## config.mk

```make
export PLATFORM = sky130hd
export DESIGN_NAME = jflm_tx_flat
export DESIGN_NICKNAME = d
export VERILOG_FILES = /design/src/rtl/jflm_pkg.sv /design/src/rtl/jflm_if.sv /design/src/rtl/jflm_tx.sv /design/src/flat_wrapper.sv
export SDC_FILE = /design/constraint.sdc
export NUM_CORES = 2
export LEC_CHECK = 0
export BUFFER_PORTS_ARGS = -buffer_cell sky130_fd_sc_hd__buf_2
export CAP_MARGIN = 40
export CORE_MARGIN = 2
export CORE_UTILIZATION = 50
export CTS_CLUSTER_DIAMETER = 50
export CTS_CLUSTER_SIZE = 40
export DETAILED_ROUTE_END_ITERATION = 16
export GPL_TIMING_DRIVEN = 0
export PLACE_DENSITY = 0.76
export SYNTH_ARGS = -nofsm -noshare
export SYNTH_HDL_FRONTEND = slang
export SYNTH_SLANG_ARGS = --single-unit
```

## constraint.sdc

```tcl
create_clock -name pclk -period 9.5 [get_ports pclk]
set_input_delay 0.475 -clock pclk [delete_from_list [all_inputs] [get_ports pclk]]
set_output_delay 0.475 -clock pclk [all_outputs]
set_load 0.01 [all_outputs]
```

## src/rtl/jflm_pkg.sv

```systemverilog
`default_nettype none
package jflm_pkg;
	localparam int JFLM_LANES = 4;
	localparam int JFLM_WORD_W = 64;
	localparam int JFLM_FIFO_DEPTH = 16;
	localparam logic [11:0] JFLM_CFG_OFS = 12'h000;
	localparam logic [11:0] JFLM_STAT_OFS = 12'h004;
	localparam logic [31:0] JFLM_CFG_RST = 32'h0000_0000;
	localparam int JFLM_CFG_M0_LSB = 0;
	localparam int JFLM_CFG_M1_LSB = 2;
	localparam int JFLM_CFG_M2_LSB = 4;
	localparam int JFLM_CFG_TW_LSB = 6;
	localparam int JFLM_CFG_DEC_LSB = 8;
	localparam int JFLM_CFG_EN_BIT = 16;
	localparam int JFLM_STAT_DEV_OK_BIT = 0;
	localparam int JFLM_STAT_CFG_OK_BIT = 1;
	localparam int JFLM_STAT_CNT_LSB = 16;
	localparam logic [5:0] JFLM_DEC_BYPASS = 6'h00;
	localparam logic [5:0] JFLM_DEC_24 = 6'h18;
	localparam logic [5:0] JFLM_DEC_32 = 6'h20;
	localparam logic [1:0] JFLM_TW_ON = 2'h3;
	localparam logic [5:0] JFLM_PLL_16X = 6'h10;
	localparam logic [5:0] JFLM_PLL_20X = 6'h14;
	localparam logic [5:0] JFLM_PLL_40X = 6'h28;

	typedef logic [19:0][15:0] jflm_sbuf_t;
	typedef logic [3:0][63:0] jflm_lstr_t;
	typedef enum logic [2:0] {
		JFLM_FMT_NONE = 3'h0,
		JFLM_FMT_B14 = 3'h1,
		JFLM_FMT_B12 = 3'h2,
		JFLM_FMT_8411 = 3'h3,
		JFLM_FMT_8422 = 3'h4,
		JFLM_FMT_4421 = 3'h5,
		JFLM_FMT_4442 = 3'h6,
		JFLM_FMT_2441 = 3'h7
	} jflm_fmt_t;

	// Field settings to frame format; anything off the list is NONE
	function automatic jflm_fmt_t jflm_decode(logic [5:0] dec, logic [1:0] m0, logic [1:0] m1,
			logic [1:0] m2, logic [1:0] tw);
		jflm_fmt_t f;
		logic d46;
		logic dmid;
		f = JFLM_FMT_NONE;
		d46 = dec == 6'h04 || dec == 6'h06;
		dmid = dec inside {6'h08, 6'h09, 6'h0a, 6'h0c, 6'h10, 6'h12, 6'h14};
		if (dec == JFLM_DEC_BYPASS) begin
			if (tw == JFLM_TW_ON && m0 == 2'h3 && m1 == 2'h0 && m2 == 2'h0)
				f = JFLM_FMT_B12;
			else if (tw == 2'h0 && m0 == 2'h1 && m1 == 2'h0 && m2 == 2'h0)
				f = JFLM_FMT_B14;
		end else if (tw == 2'h0) begin
			case ({m0, m1, m2})
				6'h14: f = d46 ? JFLM_FMT_8411 : JFLM_FMT_NONE;
				6'h10: f = d46 ? JFLM_FMT_8422 : (dmid || dec == JFLM_DEC_24) ? JFLM_FMT_4421 : JFLM_FMT_NONE;
				6'h01: f = d46 ? JFLM_FMT_4421 : JFLM_FMT_NONE;
				6'h20: f = d46 ? JFLM_FMT_4442 : (dmid || dec == JFLM_DEC_32) ? JFLM_FMT_2441 : JFLM_FMT_NONE;
				default: f = JFLM_FMT_NONE;
			endcase
		end
		return f;
	endfunction : jflm_decode

	// PLL multiplier that goes with each format
	function automatic logic [5:0] jflm_pll(jflm_fmt_t f, logic [5:0] dec);
		case (f)
			JFLM_FMT_B12: return JFLM_PLL_16X;
			JFLM_FMT_B14, JFLM_FMT_8411, JFLM_FMT_8422: return JFLM_PLL_20X;
			JFLM_FMT_4421: return (dec < 6'h08) ? JFLM_PLL_40X : JFLM_PLL_20X;
			JFLM_FMT_4442, JFLM_FMT_2441: return JFLM_PLL_40X;
			default: return 6'h00;
		endcase
	endfunction : jflm_pll

	// Octets per lane per frame
	function automatic logic [3:0] jflm_octets(jflm_fmt_t f);
		case (f)
			JFLM_FMT_B12: return 4'h8;
			JFLM_FMT_8411: return 4'h1;
			JFLM_FMT_4442, JFLM_FMT_2441: return 4'h4;
			default: return 4'h2;
		endcase
	endfunction : jflm_octets

	// Samples per channel per frame
	function automatic logic [4:0] jflm_samples(jflm_fmt_t f);
		case (f)
			JFLM_FMT_B14: return 5'h04;
			JFLM_FMT_B12: return 5'h14;
			JFLM_FMT_8422, JFLM_FMT_4442: return 5'h02;
			default: return 5'h01;
		endcase
	endfunction : jflm_samples
endpackage : jflm_pkg
`default_nettype wire

```

## src/rtl/jflm_if.sv

```systemverilog
`timescale 1ns/1ps
`default_nettype none
// Transport link between the framer and the receiver, one pclk domain
interface jflm_if;
	logic [1:0] format_select_field_0;
	logic [1:0] format_select_field_1;
	logic [1:0] format_select_field_2;
	logic [1:0] twelve_bit_field;
	logic [5:0] decim_factor;
	logic fmt_ok;
	logic frame_start;
	logic octet_valid;
	logic [7:0] chan_a_lane_0;
	logic [7:0] chan_a_lane_1;
	logic [7:0] chan_a_lane_2;
	logic [7:0] chan_a_lane_3;
	logic [7:0] chan_b_lane_0;
	logic [7:0] chan_b_lane_1;
	logic [7:0] chan_b_lane_2;
	logic [7:0] chan_b_lane_3;

	modport tx (
		input format_select_field_0, format_select_field_1, format_select_field_2,
		input twelve_bit_field, decim_factor,
		output fmt_ok, frame_start, octet_valid,
		output chan_a_lane_0, chan_a_lane_1, chan_a_lane_2, chan_a_lane_3,
		output chan_b_lane_0, chan_b_lane_1, chan_b_lane_2, chan_b_lane_3
	);
	modport rx (
		output format_select_field_0, format_select_field_1, format_select_field_2,
		output twelve_bit_field, decim_factor,
		input fmt_ok, frame_start, octet_valid,
		input chan_a_lane_0, chan_a_lane_1, chan_a_lane_2, chan_a_lane_3,
		input chan_b_lane_0, chan_b_lane_1, chan_b_lane_2, chan_b_lane_3
	);
endinterface : jflm_if
`default_nettype wire

```

## src/rtl/jflm_tx.sv

```systemverilog
// The register addresses and the APB register port were decided locally.
`timescale 1ns/1ps
`default_nettype none

////////////////////////////////////////////////////////////////////////////////
// Sample FIFO; DEPTH must be a power of two so the pointers wrap freely
module jflm_fifo #(
	parameter int W = 64,
	parameter int DEPTH = 16
) (
	input wire logic pclk,
	input wire logic presetn,
	input wire logic in_valid,
	input wire logic [W-1:0] in_data,
	output logic in_ready,
	output logic out_valid,
	output logic [W-1:0] out_data,
	input wire logic out_ready
);
	localparam int AW = $clog2(DEPTH);
	typedef struct packed {
		logic [DEPTH-1:0][W-1:0] mem;
		logic [AW-1:0] wp;
		logic [AW-1:0] rp;
		logic [AW:0] cnt;
	} jflm_fifo_st_t;
	jflm_fifo_st_t s_r, s_nxt;
	logic push;
	logic pop;

	// Full and empty straight from the occupancy count
	assign in_ready = s_r.cnt != (AW+1)'(DEPTH);
	assign out_valid = s_r.cnt != '0;
	assign out_data = s_r.mem[s_r.rp];
	assign push = in_valid && in_ready;
	assign pop = out_valid && out_ready;

	// Next state
	always_comb begin
		s_nxt = s_r;
		if (push) begin
			s_nxt.mem[s_r.wp] = in_data;
			s_nxt.wp = s_r.wp + 1'b1;
		end
		if (pop) begin
			s_nxt.rp = s_r.rp + 1'b1;
		end
		s_nxt.cnt = s_r.cnt + (AW+1)'(push) - (AW+1)'(pop);
	end

	// State register
	always_ff @(posedge pclk or negedge presetn) begin
		if (!presetn) begin
			s_r <= '0;
		end else begin
			s_r <= s_nxt;
		end
	end
endmodule : jflm_fifo

////////////////////////////////////////////////////////////////////////////////
// Frame assembler: collects one frame of samples, then sends it octet by octet
module jflm_tx
	import jflm_pkg::*;
#(
	parameter int DEPTH = JFLM_FIFO_DEPTH
) (
	input wire logic pclk,
	input wire logic presetn,
	input wire logic in_valid,
	input wire logic [JFLM_WORD_W-1:0] in_data,
	output logic in_ready,
	output logic [5:0] pll_mult,
	output logic fmt_err,
	jflm_if.tx link
);
	typedef enum logic {
		JFLM_TX_COLLECT = 1'b0,
		JFLM_TX_SEND = 1'b1
	} jflm_tx_state_t;
	typedef struct packed {
		jflm_tx_state_t st;
		jflm_fmt_t fmt;
		logic [4:0] cnt;
		logic [2:0] oct;
		jflm_sbuf_t ai;
		jflm_sbuf_t aq;
		jflm_sbuf_t bi;
		jflm_sbuf_t bq;
		logic [7:0][7:0] lane;
		logic ovalid;
		logic fstart;
		logic ok;
		logic [5:0] pll;
	} jflm_tx_st_t;

	jflm_tx_st_t s_r, s_nxt;
	jflm_fmt_t fmt_now;
	jflm_fmt_t cur;
	logic f_valid;
	logic f_pop;
	logic [JFLM_WORD_W-1:0] f_data;
	logic [63:0] str_a;
	logic [63:0] str_b;

	// One lane's frame, left-justified, octet 0 in bits 63:56
	function automatic logic [63:0] jflm_lane_pack(jflm_fmt_t f, logic [1:0] ln, jflm_sbuf_t ib, jflm_sbuf_t qb);
		logic [63:0] s;
		logic [4:0] b;
		logic [15:0] w;
		s = 64'h0;
		b = 5'(ln) * 5'h05;
		w = ln[1] ? qb[ln[0]] : ib[ln[0]];
		case (f)
			// sample n split over lane n
			JFLM_FMT_B14: s[63:48] = {ib[ln][13:0], 2'b00};
			JFLM_FMT_B12: s = {ib[b][13:2], ib[b + 5'h01][13:2], ib[b + 5'h02][13:2],
				ib[b + 5'h03][13:2], ib[b + 5'h04][13:2], 4'h0};
			JFLM_FMT_8411: s[63:56] = ln[0] ? (ln[1] ? qb[0][7:0] : ib[0][7:0])
				: (ln[1] ? qb[0][15:8] : ib[0][15:8]);
			JFLM_FMT_8422: s[63:48] = w;
			JFLM_FMT_4421: s[63:48] = ln[1] ? 16'h0 : (ln[0] ? qb[0] : ib[0]);
			JFLM_FMT_4442: s[63:32] = ln[1] ? 32'h0 : (ln[0] ? {qb[0], qb[1]} : {ib[0], ib[1]});
			JFLM_FMT_2441: s[63:32] = (ln == 2'h0) ? {ib[0], qb[0]} : 32'h0;
			default: s = 64'h0;
		endcase
		return s;
	endfunction : jflm_lane_pack

	// Buffer ahead of the framer; it stalls while a frame is on the lanes
	jflm_fifo #(
		.W(JFLM_WORD_W),
		.DEPTH(DEPTH)
	) u_fifo (
		.pclk(pclk),
		.presetn(presetn),
		.in_valid(in_valid),
		.in_data(in_data),
		.in_ready(in_ready),
		.out_valid(f_valid),
		.out_data(f_data),
		.out_ready(f_pop)
	);

	// Next state
	always_comb begin
		s_nxt = s_r;
		s_nxt.ovalid = 1'b0;
		s_nxt.fstart = 1'b0;
		str_a = 64'h0;
		str_b = 64'h0;
		f_pop = 1'b0;
		fmt_now = jflm_decode(link.decim_factor, link.format_select_field_0, link.format_select_field_1,
			link.format_select_field_2, link.twelve_bit_field);
		s_nxt.ok = fmt_now != JFLM_FMT_NONE;
		// Format is sampled at the first sample of a frame and held to its end
		cur = (s_r.cnt == 5'h00) ? fmt_now : s_r.fmt;
		case (s_r.st)
			JFLM_TX_COLLECT: begin
				f_pop = f_valid && cur != JFLM_FMT_NONE;
				if (f_pop) begin
					s_nxt.fmt = cur;
					s_nxt.pll = jflm_pll(cur, link.decim_factor);
					s_nxt.ai[s_r.cnt] = f_data[63:48];
					s_nxt.aq[s_r.cnt] = f_data[47:32];
					s_nxt.bi[s_r.cnt] = f_data[31:16];
					s_nxt.bq[s_r.cnt] = f_data[15:0];
					if (s_r.cnt == jflm_samples(cur) - 5'h01) begin
						s_nxt.st = JFLM_TX_SEND;
						s_nxt.cnt = 5'h00;
						s_nxt.oct = 3'h0;
					end else begin
						s_nxt.cnt = s_r.cnt + 5'h01;
					end
				end
			end
			JFLM_TX_SEND: begin
				for (int l = 0; l < JFLM_LANES; l++) begin
					str_a = jflm_lane_pack(s_r.fmt, 2'(l), s_r.ai, s_r.aq);
					str_b = jflm_lane_pack(s_r.fmt, 2'(l), s_r.bi, s_r.bq);
					s_nxt.lane[l] = str_a[{~s_r.oct, 3'b000} +: 8];
					s_nxt.lane[l + JFLM_LANES] = str_b[{~s_r.oct, 3'b000} +: 8];
				end
				s_nxt.ovalid = 1'b1;
				s_nxt.fstart = s_r.oct == 3'h0;
				if (s_r.oct == 3'(jflm_octets(s_r.fmt) - 4'h1)) begin
					s_nxt.st = JFLM_TX_COLLECT;
				end else begin
					s_nxt.oct = s_r.oct + 3'h1;
				end
			end
			default: s_nxt.st = JFLM_TX_COLLECT;
		endcase
	end

	// State register
	always_ff @(posedge pclk or negedge presetn) begin
		if (!presetn) begin
			s_r <= '0;
		end else begin
			s_r <= s_nxt;
		end
	end

	// Link and status outputs, all from flops
	assign link.fmt_ok = s_r.ok;
	assign link.frame_start = s_r.fstart;
	assign link.octet_valid = s_r.ovalid;
	assign link.chan_a_lane_0 = s_r.lane[0];
	assign link.chan_a_lane_1 = s_r.lane[1];
	assign link.chan_a_lane_2 = s_r.lane[2];
	assign link.chan_a_lane_3 = s_r.lane[3];
	assign link.chan_b_lane_0 = s_r.lane[4];
	assign link.chan_b_lane_1 = s_r.lane[5];
	assign link.chan_b_lane_2 = s_r.lane[6];
	assign link.chan_b_lane_3 = s_r.lane[7];
	assign pll_mult = s_r.pll;
	assign fmt_err = !s_r.ok;
endmodule : jflm_tx
`default_nettype wire

```

## src/flat_wrapper.sv

```systemverilog
// flat-port wrapper written by rule: the top's interface ports become plain ports
module jflm_tx_flat import jflm_pkg::*;
#(
	parameter int DEPTH = JFLM_FIFO_DEPTH
)
  (pclk, presetn, in_valid, in_data, in_ready, pll_mult, fmt_err, link_format_select_field_0, link_format_select_field_1, link_format_select_field_2, link_twelve_bit_field, link_decim_factor, link_fmt_ok, link_frame_start, link_octet_valid, link_chan_a_lane_0, link_chan_a_lane_1, link_chan_a_lane_2, link_chan_a_lane_3, link_chan_b_lane_0, link_chan_b_lane_1, link_chan_b_lane_2, link_chan_b_lane_3);
  jflm_if link_i ();
  input wire logic pclk;
  input wire logic presetn;
  input wire logic in_valid;
  input wire logic [JFLM_WORD_W-1:0] in_data;
  output logic in_ready;
  output logic [5:0] pll_mult;
  output logic fmt_err;
  input wire logic [$bits(link_i.format_select_field_0)-1:0] link_format_select_field_0;
  input wire logic [$bits(link_i.format_select_field_1)-1:0] link_format_select_field_1;
  input wire logic [$bits(link_i.format_select_field_2)-1:0] link_format_select_field_2;
  input wire logic [$bits(link_i.twelve_bit_field)-1:0] link_twelve_bit_field;
  input wire logic [$bits(link_i.decim_factor)-1:0] link_decim_factor;
  output wire logic [$bits(link_i.fmt_ok)-1:0] link_fmt_ok;
  output wire logic [$bits(link_i.frame_start)-1:0] link_frame_start;
  output wire logic [$bits(link_i.octet_valid)-1:0] link_octet_valid;
  output wire logic [$bits(link_i.chan_a_lane_0)-1:0] link_chan_a_lane_0;
  output wire logic [$bits(link_i.chan_a_lane_1)-1:0] link_chan_a_lane_1;
  output wire logic [$bits(link_i.chan_a_lane_2)-1:0] link_chan_a_lane_2;
  output wire logic [$bits(link_i.chan_a_lane_3)-1:0] link_chan_a_lane_3;
  output wire logic [$bits(link_i.chan_b_lane_0)-1:0] link_chan_b_lane_0;
  output wire logic [$bits(link_i.chan_b_lane_1)-1:0] link_chan_b_lane_1;
  output wire logic [$bits(link_i.chan_b_lane_2)-1:0] link_chan_b_lane_2;
  output wire logic [$bits(link_i.chan_b_lane_3)-1:0] link_chan_b_lane_3;
  assign link_i.format_select_field_0 = link_format_select_field_0;
  assign link_i.format_select_field_1 = link_format_select_field_1;
  assign link_i.format_select_field_2 = link_format_select_field_2;
  assign link_i.twelve_bit_field = link_twelve_bit_field;
  assign link_i.decim_factor = link_decim_factor;
  assign link_fmt_ok = link_i.fmt_ok;
  assign link_frame_start = link_i.frame_start;
  assign link_octet_valid = link_i.octet_valid;
  assign link_chan_a_lane_0 = link_i.chan_a_lane_0;
  assign link_chan_a_lane_1 = link_i.chan_a_lane_1;
  assign link_chan_a_lane_2 = link_i.chan_a_lane_2;
  assign link_chan_a_lane_3 = link_i.chan_a_lane_3;
  assign link_chan_b_lane_0 = link_i.chan_b_lane_0;
  assign link_chan_b_lane_1 = link_i.chan_b_lane_1;
  assign link_chan_b_lane_2 = link_i.chan_b_lane_2;
  assign link_chan_b_lane_3 = link_i.chan_b_lane_3;
  jflm_tx #(.DEPTH(DEPTH)) u_core (.pclk(pclk), .presetn(presetn), .in_valid(in_valid), .in_data(in_data), .in_ready(in_ready), .pll_mult(pll_mult), .fmt_err(fmt_err), .link(link_i));
endmodule
```

==> results.json <==
{
  "status": "finished clean",
  "syn_area_um2": 78500,
  "hold_viol": 0,
  "drt_first_iter_violations": 8386,
  "cts_made_buffers": 145,
  "cts_sinks": 1687,
  "hold_buffers": 60,
  "port_buffers": 151,
  "synth-seq-cells": 1687,
  "clk_path_buf_depth": 3,
  "die_w_um": 400,
  "floorplan.initialDensity_pct": 50.3,
  "dr.pass1.iters": 9,
  "final_cell_mix": "1,687 x dfrtp_1, 1,135 x mux2_2, 524 x a21oi_1",
  "num_rows": 145,
  "wirelength_mm": 291,
  "clkTransAtPathRegs_ps": 80,
  "placed_cells": 8771,
  "hold_path_class": "input port to register",
  "clk_latency_ps": 840,
  "io_pins": 156,
  "synth_flop_cell": "dfrtp_1",
  "wl_per_cell_um": 31.9,
  "grt_usage_pct": 36.2,
  "cpLargestDelayFamily": "buffers and inverters",
  "crit_path_max_fanout": 10,
  "cts_tree": "done",
  "layout_commonest_cell": "dfrtp_1",
  "period_share_pct": 54.0,
  "crit_top_cell": "clkbuf_1",
  "dp_hpwl_mm": 214,
  "worst_pin_slew_ps": 1170,
  "power_mw": 38.8,
  "drv.max_cap_violation_count": 0,
  "syn_to_final_growth_pct": 14.7,
  "synth.distinct_cells": 72,
  "vias": 59900,
  "grt_max_degree": 172,
  "cts_root_buf": "clkbuf_16",
  "cp-end-kind": "register",
  "max_stage_delay_ps": 750,
  "r2r_slack_ps": 4370,
  "drc": 0,
  "yosys_warnings": 0,
  "power_density_nw_per_um2": 431,
  "path_buf_inv": 4,
  "clock_skew_ps": 48.3,
  "cp_slowest_cell": "nor3_1",
  "cts-resized-gates": 0,
  "final-setup-viol-count": 0,
  "antenna_found_initial": 25,
  "period_minus_slack_ps": 5130,
  "finalNetCount": 7023,
  "ant_nets": 0,
  "start_kind": "register",
  "rsz0062_at_grt": "false",
  "synth-async-reset-ratio_pct": 100,
  "syn_area_per_cell_um2": 12.3,
  "max_slew_margin_pct": 21.9,
  "p_leak_nw": 39.9,
  "fmax_ghz": 0.195,
  "drv_slew": 0,
  "ir_drop_v": 0.000427,
  "fill_cells": 12500,
  "stdcell_count": 9120,
  "postCtsSetupBuffers": 0,
  "critPathKind": "register to register",
  "ys_seq_area_share_pct": 53.8,
  "coreArea_um2": 156000,
  "h-tree-depth": 4,
  "cp.arrival_ps": 5870,
  "viasPerCell": 6.57,
  "drive_above_1_share_pct": 30.7,
  "crit_required_ps": 10240,
  "fin_setup_tns_ps": 0,
  "die_area_um2": 160000,
  "die_h_um": 400,
  "synth_edf_count": 0,
  "grt_overflow_total": 0,
  "grt_pass1_wl_mm": 416,
  "synth_cells": 6392,
  "globalplace.congestion": 1.10,
  "crit_path_cell_trace": "clkbuf_1, buf_6, nor2b_1, nor2b_1, clkbuf_1, clkbuf_1, a22oi_1, nand3_1, a221oi_1, nor3_1, a21oi_1, a21oi_1",
  "grt_pass1_vias": 59500
}
## cell families after synthesis
family                     share of synthesized area [%]
muxes                                               25.6
and+or+nand+nor                                     4.91
adders and majority gates                          0.297
other                                            0.00478
buffers and inverters                               3.92
DFF                                                 53.8
AOI/OAI and AO/OA                                   11.3
xor gates and xnor gates                           0.190
## path summary, 6_finish.rpt
path | from | endpoint | cells after the start
worst max register to register | u_core.s_r[1362] | u_core.link.chan_a_lane_1[2] | 12
worst max-delay path | u_core.s_r[1362] | u_core.link.chan_a_lane_1[2] | 12
worst min register to register | u_core.s_r[1364] | u_core.link.octet_valid | 0
max in group asynchronous | presetn | u_core.s_r[1035] | 6
min in group asynchronous | presetn | u_core.u_fifo.s_r[70] | 2
worst min-delay path | in_data[51] | u_core.u_fifo.s_r[960] | 2
## Yosys cell counts (48+ instances only)
cell,instances,area (um2)
a221oi_1,150,1310
mux4_2,160,3600
o21ai_0,310,1550
a22oi_1,180,1350
buf_1,48,180
nor2_1,430,1610
o21a_1,50,375
buf_4,86,646
mux2i_1,251,2510
mux2_4,76,1140
clkbuf_1,429,1610
a21oi_1,524,2620
mux2_2,1135,12800
buf_2,82,410
nand2_1,360,1350
dfrtp_1,1687,42200
## power breakdown
group	total (mW)	switching (mW)	internal, mW
sequential	13.1	2.49	10.6
clock	6.50	3.20	3.30
combinational	19.2	11.8	7.46
## flip-flops by register name, summed over array words and instances (netlist names), 8 cells and up
name	count
u_core.link.chan_b_lane_2	8
u_core.link.chan_a_lane_1	8
u_core.link.chan_a_lane_2	8
u_core.link.chan_b_lane_1	8
u_core.link.chan_a_lane_3	8
u_core.link.chan_b_lane_3	8
u_core.s_r	580
u_core.u_fifo.s_r	1037
u_core.link.chan_b_lane_0	8
u_core.link.chan_a_lane_0	8
## stage by stage
step	hold WS [ps]	area, um2	util [%]	setup WS [ps]
global route	39.8	90000	57.7	4470
CTS	4.19	89900	57.6	4820
global placement	399	81800	52.4	-27990
finish	27.1	90000	57.7	4370
floorplan	179	78500	-	5780
detailed placement	396	84100	53.9	4820
## worst register-to-register path: cells and delay by family, from the launching register on
family          cells  cell delay, ps
compound gates      4             730
flops               1             450
simple gates        4            1760
buf+inv             4            2110
## layer usage
metal	global-route usage, %	share of wire, %
met5	0	0.040
met2	53.4	43
met1	46.6	38
met3	10.0	11
met4	24.5	8.1
## layout make-up
type | count | area [um2] | area share (%)
Multi-Input combinational cell | 4027 | 33200 | 36.9
Clock inverter | 109 | 1340 | 1.49
Tap cell | 2058 | 2570 | 2.86
Sequential cell | 1687 | 42200 | 46.9
Inverter | 20 | 75.1 | 0.0834
Antenna cell | 15 | 37.5 | 0.0417
Clock buffer | 161 | 3860 | 4.28
Timing Repair Buffer | 384 | 3700 | 4.11
Buffer | 659 | 3010 | 3.34
No activity file was read; power rests on OpenSTA's default activity.
